[config.mk]
export PLATFORM = sky130hd
export DESIGN_NAME = xgp_lane
export DESIGN_NICKNAME = d
export VERILOG_FILES = /design/src/xgp_pkg.sv /design/src/xgp_lane.sv
export VERILOG_INCLUDE_DIRS = /design/src /design/src/src
export SDC_FILE = /design/constraint.sdc
export NUM_CORES = 1
export LEC_CHECK = 0
export BUFFER_PORTS_ARGS = -buffer_cell sky130_fd_sc_hd__buf_2
export CELL_PAD_IN_SITES_DETAIL_PLACEMENT = 1
export CELL_PAD_IN_SITES_GLOBAL_PLACEMENT = 2
export CORE_ASPECT_RATIO = 0.8
export CORE_MARGIN = 5
export CORE_UTILIZATION = 37
export CTS_CLUSTER_DIAMETER = 120
export DETAILED_ROUTE_END_ITERATION = 8
export HOLD_SLACK_MARGIN = 0.02
export PLACE_DENSITY_LB_ADDON = 0.1
export SLEW_MARGIN = 30
export SYNTH_ARGS = -nofsm -noshare
export SYNTH_HDL_FRONTEND = slang
export SYNTH_SLANG_ARGS = --single-unit
export TNS_END_PERCENT = 1
[constraint.sdc]
create_clock -name i_clk_sys -period 15.9 [get_ports i_clk_sys]
set_input_delay 1.59 -clock i_clk_sys [delete_from_list [all_inputs] [get_ports i_clk_sys]]
set_output_delay 1.59 -clock i_clk_sys [all_outputs]
set_load 0.005 [all_outputs]
[src/xgp_cfg.svh]
// Constants for the XAUI / gigabit lane logic.
// Assumes a single 125 MHz system clock.
`ifndef XGP_CFG_SVH
`define XGP_CFG_SVH

`define XGP_CLK_MHZ      125
`define XGP_SER_MHZ      625
`define XGP_PAR_MHZ      125
`define XGP_RATE_PPM     200
`define XGP_SKEW_WIN     10
`define XGP_ACQ_COLS     3
`define XGP_LOSS_COLS    4
`define XGP_BURST        2'd3
`define XGP_RM_DEPTH     8
`define XGP_RM_HI        6
`define XGP_RM_LO        2
`define XGP_K28_0        8'h1C
`define XGP_K28_5        8'hBC
`define XGP_D5_6         8'hC5
`define XGP_D16_2        8'h50
`define XGP_D21_5        8'hB5
`define XGP_D2_2         8'h42

`endif

[src/xgp_pkg.sv]
// Types for the XAUI / gigabit lane logic.
// Assumes xgp_cfg.svh is on the include path.
package xgp_pkg;

    typedef enum logic [1:0] {AL_WAIT, AL_ACQ, AL_LOCK} xgp_al_t;

    typedef struct packed {
        logic       ctrl;
        logic [7:0] data;
    } xgp_sym_t;

    typedef xgp_sym_t [3:0] xgp_col_t;

    typedef struct packed {
        xgp_al_t        al;
        logic [3:0]     win;
        logic [3:0]     seen;
        logic [2:0]     acnt;
        logic           go;
        logic           aligned;
        logic [3:0]     sync;
        xgp_col_t [7:0] mem;
        logic [2:0]     wp;
        logic [2:0]     rp;
        logic [3:0]     fill;
        xgp_col_t       rdat;
        logic           rvld;
        logic           del;
        logic           ins;
        logic [1:0]     burst;
        logic           rd;
        logic           rd_comma;
        logic           prev_k;
        logic [9:0]     code;
    } xgp_st_t;

endpackage

[src/xgp_lane.sv]
// Lane logic: XAUI channel alignment and skip-column rate matching,
// gigabit 8b/10b transmit with idle substitution and reset comma burst.
// Assumes word aligner, deskew FIFOs and serializer sit outside.
`timescale 1ns/1ps
`include "xgp_cfg.svh"

module xgp_lane (
    input  wire logic              i_clk_sys,
    input  wire logic              i_srst,
    input  wire logic              i_ce,
    input  wire logic [3:0]        i_lane_sync,
    input  wire logic [3:0]        i_a_in,
    input  wire logic [3:0]        i_a_out,
    output logic      [3:0]        o_lane_sync,
    output logic                   o_deskew_go,
    output logic                   o_chan_aligned,
    input  wire xgp_pkg::xgp_col_t i_rm_col,
    input  wire logic              i_rm_wr,
    input  wire logic              i_rm_rd,
    output xgp_pkg::xgp_col_t      o_rm_col,
    output logic                   o_rm_vld,
    output logic      [3:0]        o_rm_del,
    output logic      [3:0]        o_rm_ins,
    output logic      [3:0]        o_rm_fill,
    input  wire xgp_pkg::xgp_sym_t i_tx_sym,
    output logic                   o_tx_ready,
    output logic      [9:0]        o_tx_code,
    input  wire logic              i_recov_clk,
    input  wire logic              i_recov_pin_en,
    output logic                   o_recov_clk_pin
);
    import xgp_pkg::*;

    ////////////////////////////////////////////////////////////////////
    // Constants and functions

    localparam int RATE_PPM = `XGP_RATE_PPM;
    localparam int CLK_MHZ  = `XGP_CLK_MHZ;

    localparam logic [5:0] T6 [32] = '{
        6'b100111, 6'b011101, 6'b101101, 6'b110001,
        6'b110101, 6'b101001, 6'b011001, 6'b111000,
        6'b111001, 6'b100101, 6'b010101, 6'b110100,
        6'b001101, 6'b101100, 6'b011100, 6'b010111,
        6'b011011, 6'b100011, 6'b010011, 6'b110010,
        6'b001011, 6'b101010, 6'b011010, 6'b111010,
        6'b110011, 6'b100110, 6'b010110, 6'b110110,
        6'b001110, 6'b101110, 6'b011110, 6'b101011};

    localparam logic [3:0] T4 [8] = '{
        4'b1011, 4'b1001, 4'b0101, 4'b1100,
        4'b1101, 4'b1010, 4'b0110, 4'b1110};

    // Skip column: K28.0 on all four lanes at once
    function automatic logic is_skip(input xgp_col_t c);
        logic s;
        s = 1'b1;
        for (int i = 0; i < 4; i++) begin
            s = s & c[i].ctrl & (c[i].data == `XGP_K28_0);
        end
        return s;
    endfunction

    // Returns {next disparity, code}; code bit 0 is sent first
    function automatic logic [10:0] enc(input xgp_sym_t s,
                                        input logic     rd);
        logic [5:0] b6;
        logic [3:0] b4;
        logic [4:0] x;
        logic [9:0] c;
        logic [9:0] o;
        logic       r;
        logic       alt;
        logic       k28;
        x   = s.data[4:0];
        k28 = s.ctrl && x == 5'h1C;
        b6 = (s.ctrl && x == 5'h1C) ? 6'b001111 : T6[x];
        if (rd && ($countones(b6) != 3 || b6 == 6'b111000)) begin
            b6 = ~b6;
        end
        r   = rd ^ ($countones(b6) != 3);
        b4  = T4[s.data[7:5]];
        alt = (s.data[7:5] == 3'd7) && (s.ctrl ||
              (!r && (x == 5'd17 || x == 5'd18 || x == 5'd20)) ||
              (r && (x == 5'd11 || x == 5'd13 || x == 5'd14)));
        if (alt) begin
            b4 = 4'b0111;
        end
        if (r && ($countones(b4) != 2 || b4 == 4'b1100)) begin
            b4 = ~b4;
        end
        // K28 from positive disparity is the full complement
        if (k28 && rd && $countones(b4) == 2 && b4 != 4'b1100) begin
            b4 = ~b4;
        end
        c = {b6, b4};
        for (int i = 0; i < 10; i++) begin
            o[i] = c[9-i];
        end
        return {r ^ ($countones(b4) != 2), o};
    endfunction

    ////////////////////////////////////////////////////////////////////
    // State

    xgp_st_t  st_reg;
    xgp_st_t  st_next;
    xgp_sym_t tx_in;
    logic     active;
    logic     wr_ok;
    logic     drop;
    logic     rd_ok;
    logic     ins;
    logic     pop;
    logic     push;
    logic [3:0] seen_n;
    logic [10:0] enc_res;

    always_comb begin
        st_next = st_reg;
        seen_n  = st_reg.seen | i_a_in;
        st_next.go   = 1'b0;
        st_next.sync = i_lane_sync;

        ////////////////////////////////////////////////////////////////
        // Deskew release and channel alignment
        case (st_reg.al)
            AL_WAIT: begin
                if (st_reg.seen == 4'h0 && i_a_in == 4'h0) begin
                    st_next.win = 4'h0;
                end else if (&seen_n) begin
                    st_next.go   = 1'b1;
                    st_next.al   = AL_ACQ;
                    st_next.acnt = 3'd0;
                    st_next.seen = 4'h0;
                    st_next.win  = 4'h0;
                end else if (st_reg.win == 4'(`XGP_SKEW_WIN - 1)) begin
                    st_next.seen = 4'h0;
                    st_next.win  = 4'h0;
                end else begin
                    st_next.seen = seen_n;
                    st_next.win  = st_reg.win + 4'h1;
                end
            end
            AL_ACQ: begin
                if (&i_a_out) begin
                    st_next.acnt = st_reg.acnt + 3'd1;
                    if (st_reg.acnt == 3'(`XGP_ACQ_COLS)) begin
                        st_next.al      = AL_LOCK;
                        st_next.aligned = 1'b1;
                        st_next.acnt    = 3'd0;
                    end
                end else if (|i_a_out) begin
                    st_next.al   = AL_WAIT;
                    st_next.acnt = 3'd0;
                end
            end
            AL_LOCK: begin
                if (&i_a_out) begin
                    st_next.acnt = 3'd0;
                end else if (|i_a_out) begin
                    st_next.acnt = st_reg.acnt + 3'd1;
                    if (st_reg.acnt == 3'(`XGP_LOSS_COLS - 1)) begin
                        st_next.al      = AL_WAIT;
                        st_next.aligned = 1'b0;
                        st_next.acnt    = 3'd0;
                    end
                end
            end
            default: begin
                st_next.al = AL_WAIT;
            end
        endcase
        if (!(&i_lane_sync)) begin
            st_next.al      = AL_WAIT;
            st_next.aligned = 1'b0;
            st_next.acnt    = 3'd0;
            st_next.seen    = 4'h0;
            st_next.win     = 4'h0;
            st_next.go      = 1'b0;
        end

        ////////////////////////////////////////////////////////////////
        // Rate match FIFO, sized for the ppm offset
        active = (&i_lane_sync) & st_reg.aligned;
        wr_ok  = i_rm_wr && st_reg.fill != 4'(`XGP_RM_DEPTH);
        drop   = active && wr_ok && is_skip(i_rm_col) &&
                 st_reg.fill >= 4'(`XGP_RM_HI);
        rd_ok  = i_rm_rd && st_reg.fill != 4'h0;
        ins    = active && rd_ok && is_skip(st_reg.mem[st_reg.rp]) &&
                 st_reg.fill <= 4'(`XGP_RM_LO);
        pop    = rd_ok && !ins;
        push   = wr_ok && !drop;
        st_next.rvld = rd_ok;
        st_next.del  = drop;
        st_next.ins  = ins;
        if (rd_ok) begin
            st_next.rdat = st_reg.mem[st_reg.rp];
        end
        if (push) begin
            st_next.mem[st_reg.wp] = i_rm_col;
            st_next.wp = st_reg.wp + 3'd1;
        end
        if (pop) begin
            st_next.rp = st_reg.rp + 3'd1;
        end
        st_next.fill = st_reg.fill + {3'd0, push} - {3'd0, pop};

        ////////////////////////////////////////////////////////////////
        // Gigabit transmit: comma burst, idle substitution, encoder
        tx_in = i_tx_sym;
        if (st_reg.burst != 2'd0) begin
            tx_in = '{ctrl: 1'b1, data: `XGP_K28_5};
            st_next.burst = st_reg.burst - 2'd1;
        end else if (st_reg.prev_k && !i_tx_sym.ctrl &&
                     i_tx_sym.data != `XGP_D21_5 &&
                     i_tx_sym.data != `XGP_D2_2) begin
            tx_in.data = st_reg.rd_comma ? `XGP_D5_6
                                         : `XGP_D16_2;
        end
        st_next.prev_k = tx_in.ctrl && tx_in.data == `XGP_K28_5;
        if (st_next.prev_k) begin
            st_next.rd_comma = st_reg.rd;
        end
        enc_res      = enc(tx_in, st_reg.rd);
        st_next.rd   = enc_res[10];
        st_next.code = enc_res[9:0];
    end

    always_ff @(posedge i_clk_sys) begin
        if (i_srst) begin
            st_reg       <= '0;
            st_reg.burst <= `XGP_BURST;
        end else if (i_ce) begin
            st_reg <= st_next;
        end
    end

    ////////////////////////////////////////////////////////////////////
    // Outputs

    assign o_lane_sync     = st_reg.sync;
    assign o_deskew_go     = st_reg.go;
    assign o_chan_aligned  = st_reg.aligned;
    assign o_rm_col        = st_reg.rdat;
    assign o_rm_vld        = st_reg.rvld;
    assign o_rm_del        = {4{st_reg.del}};
    assign o_rm_ins        = {4{st_reg.ins}};
    assign o_rm_fill       = st_reg.fill;
    assign o_tx_ready      = st_reg.burst == 2'd0;
    assign o_tx_code       = st_reg.code;
    assign o_recov_clk_pin = i_recov_clk & i_recov_pin_en;

endmodule

* Yosys cells after proc, flatten, opt, wreduce, memory -nomap -nowiden *
Memories as Yosys holds them, arrays and structs flattened.
Cells that the tools add are included.

word-level totals
  input bits = 64
  output and inout port bits = 67
  logic and storage cells = 299
  bits in latches = 0
  register bits after elaboration = 371
  memory bits (read-only) = 224
  bits in writable memories = 0
  memories = 2

cells by class
  shift operators = 0
  equal/unequal tests = 46
  add/subtract/negate cells = 26
  divide/modulo/power cells = 0
  bitwise operators = 24
  reduce and logical (&&, ||, !) cells = 57
  muxes and demuxes = 47
  multiply operators = 0
  magnitude comparators = 7

memories
  name             words  bits a word  read ports  clocked after Yosys merged registers in  wr ports  RTL line        RTL
  (no name shown)  32     6            1           0                                        0         xgp_lane.sv:77  b6 = (s.ctrl && x == 5'h1C) ? 6'b001111 : T6[x];
  (no name shown)  8      4            1           0                                        0         xgp_lane.sv:82  b4 = T4[s.data[7:5]];

operator list
  operator             count
  $bwmux 288           1
  $bmux 36 s3          1
  $demux 36 s3         1
  $mux 36              2
  $eq 8x5->1 const B   8
  $mux 8               7
  $mux 4               7
  $logic_and 1x1->1    25
  $add 1x1->2          12
  $mux 6               4
  $ne 3x3->1 const B   7
  $eq 5x5->1 const B   4
  $ne 4x4->1 const B   5
  $and 1x1->1          16
  $mux 2               8
  $add 2x2->3          5
  $eq 5x4->1 const B   3
  $mux 15              1
  $mux 3               5
  $reduce_and 2->1     6
  $reduce_and 4->1     3
  $add 3x1->3 const B  3
  $pmux 3 s3           1
  $add 3x2->4          2
  other kinds (45)     70

* Depth between registers and ports, before layout *
Gate-level depths: netlist (run 1).

  word-level depth = 45
  depth in mapped cells = 59
  gate-level depth less buffers = 57

* Worst setup path before layout (run 1) *
No wires, ideal clock.

  path type = input -> register
  start = in i_tx_sym[1] (netlist bit)
  end = reg st_reg[12] (netlist bit)
  library setup time = 0.128 ns
  cell stages on the path = 53
  path buffers = 2
  setup slack = 2.856 ns
  data arrival time = 12.917 ns
  required time = 15.772 ns
  path through = nor4b_2 a31oi_1 buf_2 nand3_1 a21oi_1 ha_1 inv_1 or4_1 a311oi_1 or2_2 inv_1 fa_1 fa_1 ha_1 inv_1 fa_1 o21ai_0 o31ai_2 [... 17 more ...] nand3_1 nand2_1 xnor2_1 ha_1 ha_1 ha_1 nand2_1 nor3_1 nand3_1 mux2i_2 xnor2_1 ha_1 ha_1 ha_1 and3_1 o21ai_0 xor2_1 nor2_1

on the way
  word-level cells in the longest chain between the ends = 44
  elaborated cells on any way between the ends = 77
  those cells by class = 19 x add/sub; 18 x eq/ne; 11 x mux; 7 x bitwise; 20 x reduce/logical; 2 x memory

ends and longest elaborated chain
  element                                           RTL line         RTL
  from (decl)                                       xgp_lane.sv:25   input wire xgp_pkg::xgp_sym_t i_tx_sym,
  $ne 8x8->1 (no source line)                       -
  $logic_and 1x1->1 (no source line) (2 in series)  -
  $mux 8 (*)                                        xgp_lane.sv:215  end else if (st_reg.prev_k && !i_tx_sym.ctrl &&
  $mux 8 (*)                                        xgp_lane.sv:212  if (st_reg.burst != 2'd0) begin
  $not 5->6 (not written as such)                   xgp_lane.sv:77
  $mem_v2 32x6                                      -
  $mux 6 (not written as such) (2 in series)        xgp_lane.sv:77
  $mux 6 (*)                                        xgp_lane.sv:77
  [... 7 more ...]                                  -
  via enc_res[3]                                    xgp_lane.sv:117  logic [10:0] enc_res;
  [... 19 more ...]                                 -
  $eq 3x2->1                                        xgp_lane.sv:93   if (k28 && rd && $countones(b4) == 2 && b4 != 4'b1100) begin
  $logic_and 1x1->1 (2 in series)                   xgp_lane.sv:93
  $mux 4 (*)                                        xgp_lane.sv:93
  via enc_res[9]                                    xgp_lane.sv:117
  $add 1x1->2 (not written as such) (*)             xgp_lane.sv:100  return {r ^ ($countones(b4) != 2), o};
  $add 2x2->3 (not written as such) (*)             xgp_lane.sv:100
  $ne 3x2->1 (*)                                    xgp_lane.sv:100
  $xor 1x1->1 (*)                                   xgp_lane.sv:100
  to (signal assigned)                              xgp_lane.sv:235  st_reg <= st_next;
  to (decl)                                         xgp_lane.sv:106  xgp_st_t st_reg;

The timed path passes the listed nets; every way through them passes the cells marked *. The select of a mux whose other input is x is not followed.
A chain may end at the register's enable or synchronous reset.

* Worst setup path after layout (run 1) *
  start = in i_tx_sym[8] (netlist bit)
  end = reg st_reg[12] (netlist bit)

on the way
  word-level cells in the longest chain between the ends = 45
  elaborated cells on any way between the ends = 78
  those cells by class = 19 x add/sub; 16 x eq/ne; 12 x mux; 7 x bitwise; 22 x reduce/logical; 2 x memory

ends and longest elaborated chain
  element                                           RTL line
  $logic_not 1->1                                   xgp_lane.sv:215
  $logic_and 1x1->1                                 xgp_lane.sv:215
  $logic_and 1x1->1 (no source line) (2 in series)  -
  $mux 8                                            xgp_lane.sv:215
  $mux 8                                            xgp_lane.sv:212
  $not 5->6 (not written as such)                   xgp_lane.sv:77
  $mem_v2 32x6                                      -
  $mux 6 (not written as such) (2 in series)        xgp_lane.sv:77
  [... 27 more ...]                                 -
  $eq 3x2->1                                        xgp_lane.sv:93
  $logic_and 1x1->1 (2 in series)                   xgp_lane.sv:93
  $mux 4 (*)                                        xgp_lane.sv:93
  via enc_res[9]                                    xgp_lane.sv:117
  $add 1x1->2 (not written as such) (*)             xgp_lane.sv:100
  $add 2x2->3 (not written as such) (*)             xgp_lane.sv:100
  $ne 3x2->1 (*)                                    xgp_lane.sv:100
  $xor 1x1->1 (*)                                   xgp_lane.sv:100

Marked as above.

==> summary.log, run 1 <==
[power] IR drop worst, VDD 74.4 uV
[global_route] pin count of the biggest net entering global routing 206
[final_layout] number of inserted filler cells in the final layout 5644
[detailed_routing] remaining antenna violation count after routing 0
[worst_hold_path] classification of the worst-slack hold path flip-flop to flip-flop
[global_route] global-route wire length before repair 99800 um
[critical_path] Setup crit start kind input pin
[cts] post-CTS setup-driven buffer insertion count 0
[final_layout] # nets final 2224
[final_layout] flip-flop count of the largest register, all copies and words added 312
[yosys] post-synthesis instance total 2146
[floorplanning] number of top-level pins 131
[timing] final setup vio count 0
[yosys] Synth top area share 41.0%
[power] PD cells 119 mW/mm^2
[yosys] post-synthesis area per instance 8.45 sq um
[detailed_routing] Vias 15394
[flow_run] Max Cap Viol 0
[yosys] combined area of all synthesized cells 0.0181 sq mm
[power] total net switching power 0.678 mW
[yosys] number of warning messages in the yosys log 0
[yosys] net count of the mapped netlist 2257
[cts] CTS sink count 371
[yosys] flip-flop and latch count after synthesis 371
[global_route] overflow left after global routing 0
[detailed_routing] number of iterations in the first detailed-routing pass 5
[global_route] combined global-route utilization of all metal layers 24.0%
[final_layout] summed area of non-filler cells in the final layout 0.0201 sq mm
[timing] setup total negative slack 0 ns
[power] net switching fraction of the power 28.4%
[yosys] leading post-synthesis cells by instance count sky130_fd_sc_hd__nand2_1, sky130_fd_sc_hd__dfxtp_1, sky130_fd_sc_hd__a21oi_1
[outcome] status finished clean
[critical_path] CP dominant cell by count sky130_fd_sc_hd__ha_1
[placed_design] area of placed instances 0.0186 sq mm
[critical_path] worst reg2reg path depth 50
[floorplanning] full die area 0.0536 sq mm
[yosys] fraction of registers with async set or reset after synthesis 0%
[critical_path] critical path capture point st_reg[12]
[cts] Num CTS Buffers 43
[critical_path] arrival time of data at the critical path endpoint 14.85 ns
[detailed_routing] Total Routed Length 66200 um
[timing] share of the clock period used by the worst path after layout 90.6%
[cts] clock insertion delay at the later pin of the skew report 0.58 ns
[yosys] Distinct cells, synth 78
[power] sequential group share of total power 42.0%
[timing] largest clock skew in the final design 0.0211 ns
[timing] Final Hold Fails 0
[yosys] synth top area cells sky130_fd_sc_hd__dfxtp_1, sky130_fd_sc_hd__nand2_1, sky130_fd_sc_hd__a21oi_1
[global_route] via count of the first global-routing pass 15650
[placed_design] post-placement cell count 2696
[floorplanning] FP Rows 72
[cts] root buffer cell sky130_fd_sc_hd__clkbuf_16
[cts] hold buffer count at cts 0
[yosys] share of the yosys chip area belonging to registers 41.0%
[cts] maximum clock path buffer count 3
[global_route] number of antenna violations at the first check in global routing 6
[final_layout] share of layout cells above drive strength 1 15.4%
[cts] cells resized by post-CTS repair 0
[cts] clock transition at the registers of the reported paths 0.06 ns
[timing] Slew Limit Headroom 39.1%
[final_layout] Area Overhead vs Synth 10.9%
[floorplanning] width of the chip 257 um
[yosys] Post-synth top flop sky130_fd_sc_hd__dfxtp_1
[timing] Max Freq 0.0694 GHz
[final_layout] diode insertion count for antenna repair 0
[power] leakage dissipation 6.91 nW
[yosys] Synth area leader sky130_fd_sc_hd__dfxtp_1
[timing] RSZ-0062 raised after global routing false
[power] Final Total Pwr 2.39 mW
[placed_design] estimated wirelength of the detail-placed design 41500 um
[timing] hold slack 0.451 ns
[critical_path] register-to-register setup slack 2.16 ns
[detailed_routing] Iteration-0 DRC Markers 1108
[critical_path] worst reg2reg path endpoint st_reg[12]
[critical_path] Critical Path Source i_tx_sym[8]
[timing] transition time of the tightest slew-check pin 0.912 ns
[critical_path] worst reg2reg path startpoint st_reg[13]
[timing] final period demand of the worst path 14.40 ns
[cts] CTS tree yes
[floorplanning] chip height 208 um
[placed_design] total of buffers placed on input and output ports 130
[timing] Pins Over Slew Limit 0
[floorplanning] initial cell density of the core 37.5%
[critical_path] cell with the largest stage delay on the worst path sky130_fd_sc_hd__fa_1
[detailed_routing] average vias per placed instance 5.54
[critical_path] nature of the critical path endpoint flip-flop
[critical_path] Max stage delay on crit path 0.55 ns
[power] share of total power in the clock network 42.6%
[critical_path] CP Max Fanout 14
[placed_design] weighted congestion at the end of routability-driven global placement 0.831
[power] combinational share of power 15.4%
[critical_path] WS Path Type input pin to flip-flop
[final_layout] Cell Count, Final, Fillers Out 2777
[detailed_routing] detail-routed net length per standard cell 23.8 um
[cts] maximum level of the CTS H-tree 2
[power] P_int 1.71 mW
[yosys] number of flops mapped to enable cells by yosys 0
[yosys] top-count cell post-synth sky130_fd_sc_hd__nand2_1
[detailed_routing] DRC violations left 0
[floorplanning] area of the placeable core 0.0484 sq mm
[critical_path] Data required, critical path 16.35 ns
[cell families after synthesis]
logic type	after synthesis	share of synthesized area (%)
xor+xnor	17	0.821
simple gates	877	21.0
compound gates	440	14.0
mux	122	12.0
flops	371	41.0
fa+ha+maj	48	3.59
buf+inv	271	7.72
[layout by cell type (no fill, tap or decap), types with 33 or more instances in the layout]
cell                          n
sky130_fd_sc_hd__clkbuf_16   45
sky130_fd_sc_hd__a21oi_1    321
sky130_fd_sc_hd__nand2_1    612
sky130_fd_sc_hd__ha_1        40
sky130_fd_sc_hd__dfxtp_1    368
sky130_fd_sc_hd__nor2_1     112
sky130_fd_sc_hd__mux4_2      63
sky130_fd_sc_hd__a211oi_1    41
sky130_fd_sc_hd__inv_1       33
sky130_fd_sc_hd__mux2i_1     40
sky130_fd_sc_hd__buf_2      129
[how the worst min path moves through the flow]
stage                            from     endpoint  slack (ns)  cells after the start
after floorplan           st_reg[104]  st_reg[104]        0.43                      2
after global routing       st_reg[71]   st_reg[71]        0.47                      2
after CTS                  st_reg[76]   st_reg[76]        0.45                      2
after global placement    st_reg[163]  st_reg[163]        0.44                      2
after detailed placement   st_reg[76]   st_reg[76]        0.44                      2
final                     st_reg[297]  st_reg[297]        0.45                      2
[critical path: cells and delay by family]
family	cells	cell delay [ns]
xor gates and xnor gates	4	0.73
muxes	1	0.49
adders and majority gates	17	5.43
AOI/OAI and AO/OA	7	2.50
and+or+nand+nor	16	3.61
buffers and inverters	6	0.46
[layer usage]
| layer | part of all wire [%] | GRT usage (%) | routed length [um] |
|---|---|---|---|
| met3 | 5.9 | 4.52 | 3880 |
| met1 | 48 | 35.6 | 32100 |
| met4 | 2.0 | 5.60 | 1340 |
| met5 | 0.13 | 0 | 83 |
| met2 | 44 | 36.4 | 28800 |
[power groups by stage]
| stage | combinational (mW) | sequential (mW) | clock, mW |
|---|---|---|---|
| CTS | 0.370 | 1.00 | 1.04 |
| finish | 0.368 | 1.00 | 1.02 |
| global placement | 0.360 | 1.02 | 0 |
| global route | 0.407 | 1.01 | 1.08 |
| detailed placement | 0.368 | 1.02 | 0 |
| floorplan | 0.284 | 1.00 | 0 |
[through the flow]
| stage | worst slack (ns) | utilization [%] |
|---|---|---|
| final | 1.50 | 41.6 |
| after floorplan | 2.86 | - |
| after global placement | 1.23 | 38.5 |
| after CTS | 1.58 | 41.5 |
| after global routing | 0.675 | 41.6 |
| after detailed placement | 1.01 | 38.5 |
[cell type report]
| class | instances | area, sq um | area share [%] |
|---|---|---|---|
| multi-input cells | 1504 | 9400 | 46.7 |
| clock inverters | 9 | 88.8 | 0.442 |
| flip-flops and latches | 371 | 7440 | 37.0 |
| repair buffers | 157 | 896 | 4.46 |
| inverters | 36 | 135 | 0.672 |
| well taps | 629 | 787 | 3.92 |
| clock buffers | 71 | 1360 | 6.78 |
Note: power is estimated with default switching activity, not from simulation.
==> run 2: changes to the inputs <==
- GPL_TIMING_DRIVEN: not set -> 0
==> summary.log, run 2 (synthesis gave the netlist of run 1 again) <==
[global_route] overflow left after global routing 0
[final_layout] Layout Utilization 43.2%
[timing] share of the clock period used by the worst path after layout 93.4%
[critical_path] worst reg2reg path depth 53
[final_layout] diode insertion count for antenna repair 0
[timing] final setup vio count 0
[floorplanning] area of the placeable core 0.0484 sq mm
[timing] Max Freq 0.0673 GHz
[global_route] combined global-route utilization of all metal layers 26.8%
[timing] Final Hold Fails 0
[detailed_routing] average vias per placed instance 5.63
[floorplanning] full die area 0.0536 sq mm
[placed_design] area of placed instances 0.0194 sq mm
[power] leakage dissipation 7.30 nW
[critical_path] WS Path Type input pin to flip-flop
[timing] Pins Over Slew Limit 0
[timing] transition time of the tightest slew-check pin 1.06 ns
[placed_design] weighted congestion at the end of routability-driven global placement 0.891
[final_layout] Cell Count, Final, Fillers Out 2941
[placed_design] post-placement cell count 2870
[final_layout] summed area of non-filler cells in the final layout 0.0209 sq mm
[global_route] global-route wire length before repair 109000 um
[worst_hold_path] classification of the worst-slack hold path flip-flop to flip-flop
[timing] RSZ-0062 raised after global routing false
[detailed_routing] Total Routed Length 74500 um
[cts] hold buffer count at cts 0
[detailed_routing] Iteration-0 DRC Markers 1303
[final_layout] share of layout cells above drive strength 1 16.0%
[final_layout] flip-flop count of the largest register, all copies and words added 312
[critical_path] Data required, critical path 16.32 ns
[floorplanning] number of top-level pins 131
[timing] Slew Limit Headroom 28.9%
[final_layout] # nets final 2397
[floorplanning] chip height 208 um
[placed_design] pre-CTS setup slack 0.616 ns
[timing] final critical-path setup slack 1.05 ns
[global_route] pin count of the biggest net entering global routing 13
[timing] hold slack 0.452 ns
[detailed_routing] detail-routed net length per standard cell 25.3 um
[cts] cells resized by post-CTS repair 0
[final_layout] number of inserted filler cells in the final layout 5703
[floorplanning] initial cell density of the core 37.5%
[floorplanning] width of the chip 257 um
[cts] maximum level of the CTS H-tree 2
[flow_run] Max Cap Viol 0
[cts] root buffer cell sky130_fd_sc_hd__clkbuf_16
[final_layout] Area Overhead vs Synth 15.2%
[cts] CTS tree yes
[outcome] status finished clean
[critical_path] arrival time of data at the critical path endpoint 15.28 ns
[cts] post-CTS setup-driven buffer insertion count 0
[critical_path] Setup crit start kind input pin
[placed_design] total of buffers placed on input and output ports 93
[final_layout] most frequent standard cell in the layout excluding fill and tap cells sky130_fd_sc_hd__nand2_1
[cts] CTS sink count 371
[cts] clock transition at the registers of the reported paths 0.06 ns
[cts] Num CTS Buffers 43
[worst_hold_path] number of cells on the worst hold path 2
[critical_path] cell with the largest stage delay on the worst path sky130_fd_sc_hd__a311oi_1
[timing] final period demand of the worst path 14.85 ns
[power] PD cells 118 mW/mm^2
[detailed_routing] DRC violations left 0
[detailed_routing] number of iterations in the first detailed-routing pass 5
[critical_path] Max stage delay on crit path 0.58 ns
[placed_design] estimated wirelength of the detail-placed design 54700 um
[global_route] number of antenna violations at the first check in global routing 2
[detailed_routing] Vias 16570
[cts] clock insertion delay at the later pin of the skew report 0.57 ns
[critical_path] CP dominant cell by count sky130_fd_sc_hd__ha_1
[floorplanning] FP Rows 72
[final_layout] most used cells in the layout excluding fill and tap cells sky130_fd_sc_hd__nand2_1, sky130_fd_sc_hd__dfxtp_1, sky130_fd_sc_hd__a21oi_1
[power] Final Total Pwr 2.47 mW
[detailed_routing] remaining antenna violation count after routing 0
[timing] setup total negative slack 0 ns
[power] IR drop worst, VDD 68.8 uV
[timing] largest clock skew in the final design 0.0229 ns
[critical_path] CP Max Fanout 10
[cts] maximum clock path buffer count 3
[critical_path] nature of the critical path endpoint flip-flop
[global_route] via count of the first global-routing pass 16518
[run 2: cell count changes in the layout (fill, tap and decap cells not counted), sizes merged]
| cell | change |
|---|---|
| buf | +69 |
| clkinv | -4 |
| clkinvlp | +1 |
| clkbuf | +94 |
| bufinv | +4 |
[run 2: metal layers]
| metal | global-route usage (%) | vias to the layer above | share of wire (%) |
|---|---|---|---|
| li1 | - | 7585 | - |
| met1 | 39.4 | 8294 | 47 |
| met2 | 39.5 | 580 | 42 |
| met3 | 6.59 | 109 | 8.5 |
| met4 | 7.18 | 2 | 2.8 |
| met5 | 0 | - | 0.017 |
[run 2: layout make-up]
type | count | area [sq um] | area share, %
Tap cell | 629 | 787 | 3.77
Multi-Input combinational cell | 1504 | 9360 | 44.8
Clock buffer | 61 | 1240 | 5.95
Timing Repair Buffer | 95 | 484 | 2.32
Inverter | 36 | 135 | 0.647
Clock inverter | 10 | 185 | 0.886
Sequential cell | 371 | 7430 | 35.5
Buffer | 235 | 1270 | 6.07
[run 2: critical path, delay by kind of cell]
| family | cells | cell delay (ns) |
|---|---|---|
| fa+ha+maj | 18 | 5.79 |
| simple gates | 14 | 2.91 |
| compound gates | 7 | 2.53 |
| buf+inv | 9 | 1.03 |
| xor+xnor | 5 | 0.88 |
| mux | 1 | 0.52 |
[run 2: worst paths after layout]
kind                                  start    endpoint  slack (ns)
worst min-delay path             st_reg[87]  st_reg[87]        0.45
worst max-delay path            i_tx_sym[6]  st_reg[12]        1.05
worst min register to register   st_reg[87]  st_reg[87]        0.45
worst max register to register   st_reg[10]  st_reg[12]        1.88
[run 2: power by group]
part           switching (mW)  total, mW  internal, mW  leakage, nW
clock                   0.408       1.03         0.621        0.699
sequential             0.0290      0.997         0.968         3.00
combinational           0.266      0.438         0.173         3.60
total                   0.703       2.47          1.76         7.30
==> run 3: changes to the inputs <==
- REMOVE_ABC_BUFFERS: not set -> 1
==> summary.log, run 3 (synthesis gave the netlist of run 1 again) <==
[floorplanning] initial cell density of the core 37.5%
[detailed_routing] Total Routed Length 61500 um
[floorplanning] full die area 0.0536 sq mm
[critical_path] nature of the critical path endpoint flip-flop
[timing] setup total negative slack 0 ns
[final_layout] number of inserted filler cells in the final layout 5603
[placed_design] weighted congestion at the end of routability-driven global placement 0.806
[worst_hold_path] hold path endpoint st_reg[315]
[worst_hold_path] number of cells on the worst hold path 2
[final_layout] most used cells in the layout excluding fill and tap cells sky130_fd_sc_hd__nand2_1, sky130_fd_sc_hd__dfxtp_1, sky130_fd_sc_hd__a21oi_1
[timing] RSZ-0062 raised after global routing false
[placed_design] estimated wirelength of the detail-placed design 42000 um
[detailed_routing] max layer used met5
[power] sequential group share of total power 42.2%
[placed_design] post-placement cell count 2724
[detailed_routing] Vias 15377
[timing] share of the clock period used by the worst path after layout 94.4%
[cts] maximum level of the CTS H-tree 2
[cts] clock insertion delay at the later pin of the skew report 0.57 ns
[final_layout] Cell Count, Final, Fillers Out 2800
[timing] Pins Over Slew Limit 0
[timing] Final Hold Fails 0
[detailed_routing] routed metal-1 wirelength 29100 um
[power] share of total power in the clock network 42.0%
[critical_path] CP Max Fanout 14
[timing] Slew Limit Headroom 46.8%
[critical_path] worst reg2reg path endpoint st_reg[12]
[cts] post-CTS setup-driven buffer insertion count 0
[cts] CTS tree yes
[timing] largest clock skew in the final design 0.0132 ns
[timing] Max Freq 0.0666 GHz
[power] PD cells 115 mW/mm^2
[power] net switching fraction of the power 28.0%
[detailed_routing] average vias per placed instance 5.49
[final_layout] summed area of non-filler cells in the final layout 0.0207 sq mm
[critical_path] WS Path Type input pin to flip-flop
[final_layout] # nets final 2251
[floorplanning] chip height 208 um
[critical_path] Data required, critical path 16.34 ns
[cts] CTS sink count 371
[global_route] via count of the first global-routing pass 15840
[global_route] overflow left after global routing 0
[timing] transition time of the tightest slew-check pin 0.797 ns
[critical_path] Setup crit start kind input pin
[floorplanning] FP Rows 72
[power] total net switching power 0.663 mW
[detailed_routing] detail-routed net length per standard cell 22.0 um
[floorplanning] area of the placeable core 0.0484 sq mm
[detailed_routing] DRC violations left 0
[final_layout] Area Overhead vs Synth 13.9%
[cts] Num CTS Buffers 43
[power] leakage dissipation 7.15 nW
[final_layout] diode insertion count for antenna repair 0
[detailed_routing] Iteration-0 DRC Markers 869
[outcome] status finished clean
[critical_path] arrival time of data at the critical path endpoint 15.45 ns
[critical_path] register-to-register setup slack 1.67 ns
[critical_path] cell family contributing the most delay on the critical path adder cells
[critical_path] Max stage delay on crit path 0.62 ns
[placed_design] total of buffers placed on input and output ports 130
[cts] clock transition at the registers of the reported paths 0.06 ns
[global_route] combined global-route utilization of all metal layers 22.4%
[placed_design] area of placed instances 0.0192 sq mm
[timing] final setup vio count 0
[flow_run] Max Cap Viol 0
[worst_hold_path] classification of the worst-slack hold path flip-flop to flip-flop
[cts] root buffer cell sky130_fd_sc_hd__clkbuf_16
[global_route] global-route wire length before repair 95700 um
[cts] maximum clock path buffer count 3
[global_route] number of antenna violations at the first check in global routing 2
[detailed_routing] number of iterations in the first detailed-routing pass 4
[detailed_routing] routed wire length on met3 2550 um
[critical_path] worst reg2reg path depth 50
[power] IR drop worst, VDD 61.3 uV
[power] P_int 1.71 mW
[critical_path] worst reg2reg path startpoint st_reg[10]
[cts] hold buffer count at cts 0
[critical_path] buffers plus inverters on the worst setup path 6
[detailed_routing] remaining antenna violation count after routing 0
[critical_path] CP dominant cell by count sky130_fd_sc_hd__ha_1
[floorplanning] number of top-level pins 131
[timing] final period demand of the worst path 15.01 ns
[floorplanning] width of the chip 257 um
[critical_path] cell with the largest stage delay on the worst path sky130_fd_sc_hd__a311oi_1
[final_layout] most frequent standard cell in the layout excluding fill and tap cells sky130_fd_sc_hd__nand2_1
[final_layout] share of layout cells above drive strength 1 16.3%
[worst_hold_path] critical hold path startpoint st_reg[315]
[timing] hold slack 0.452 ns
[power] combinational share of power 15.8%
[global_route] pin count of the biggest net entering global routing 82
[detailed_routing] met2 layer wire length in the routed design 29000 um
[final_layout] flip-flop count of the largest register, all copies and words added 312
run 3: what timing repair did:
action                                  4_1_cts  5_1_grt
gates resized for setup                       0        2
hold endpoints to repair                      0        0
endpoints found under the setup margin        0        1
run 3: metrics by stage:
stage | util, % | total power, mW | setup slack, ns
final | 42.7 | 2.37 | 0.886
after global routing | 42.7 | 2.48 | 0.0451
after CTS | 42.6 | 2.40 | 0.291
after detailed placement | 39.8 | 1.40 | -0.276
after global placement | 37.8 | 1.37 | -0.340
after floorplan | - | 1.22 | 2.42
run 3: routing by layer:
layer / track usage [%] / vias to the layer above
met3: 3.25 / 55
met1: 31.5 / 7759
met4: 3.98 / 4
met2: 37.4 / 260
met5: 0 / -
li1: - / 7299
run 3: cell type report:
| type | count | area (sq um) | area share [%] |
|---|---|---|---|
| sequential | 371 | 7440 | 36.0 |
| multi-input combinational | 1504 | 9440 | 45.7 |
| timing repair buffer | 184 | 1460 | 7.07 |
| clock buffer | 67 | 1280 | 6.19 |
| inverter | 36 | 135 | 0.654 |
| clock inverter | 9 | 114 | 0.551 |
| tap | 629 | 787 | 3.81 |
run 3: worst reg2reg max path, delay by kind of cell, from the launching register on:
| family | cells | cell delay (ns) |
|---|---|---|
| adders and majority gates | 17 | 5.46 |
| and+or+nand+nor | 16 | 3.75 |
| AOI/OAI and AO/OA | 7 | 2.88 |
| xor gates and xnor gates | 4 | 0.73 |
| muxes | 1 | 0.52 |
| DFF | 1 | 0.42 |
| buffers and inverters | 5 | 0.33 |
run 3: power groups by stage:
| stage | Sequential (mW) | Clock (mW) | Combinational, mW |
|---|---|---|---|
| 2_1_floorplan | 1.02 | 0 | 0.201 |
| 3_3_place_gp | 1.04 | 0 | 0.334 |
| 3_5_place_dp | 1.02 | 0 | 0.378 |
| 4_1_cts | 1.00 | 1.02 | 0.380 |
| 5_1_grt | 1.00 | 1.06 | 0.419 |
| 6_report | 1.00 | 0.994 | 0.375 |
run 3: worst max-delay path by stage:
| stage | start | slack, ns | endpoint | cells after the start |
|---|---|---|---|---|
| floorplan | i_tx_sym[8] | 2.42 | st_reg[12] | 51 |
| global placement | i_tx_sym[8] | -0.34 | st_reg[12] | 52 |
| detailed placement | i_tx_sym[8] | -0.28 | st_reg[12] | 52 |
| CTS | i_tx_sym[8] | 0.29 | st_reg[12] | 52 |
| global route | i_tx_sym[8] | 0.05 | st_reg[12] | 52 |
| finish | i_tx_sym[8] | 0.89 | st_reg[12] | 51 |
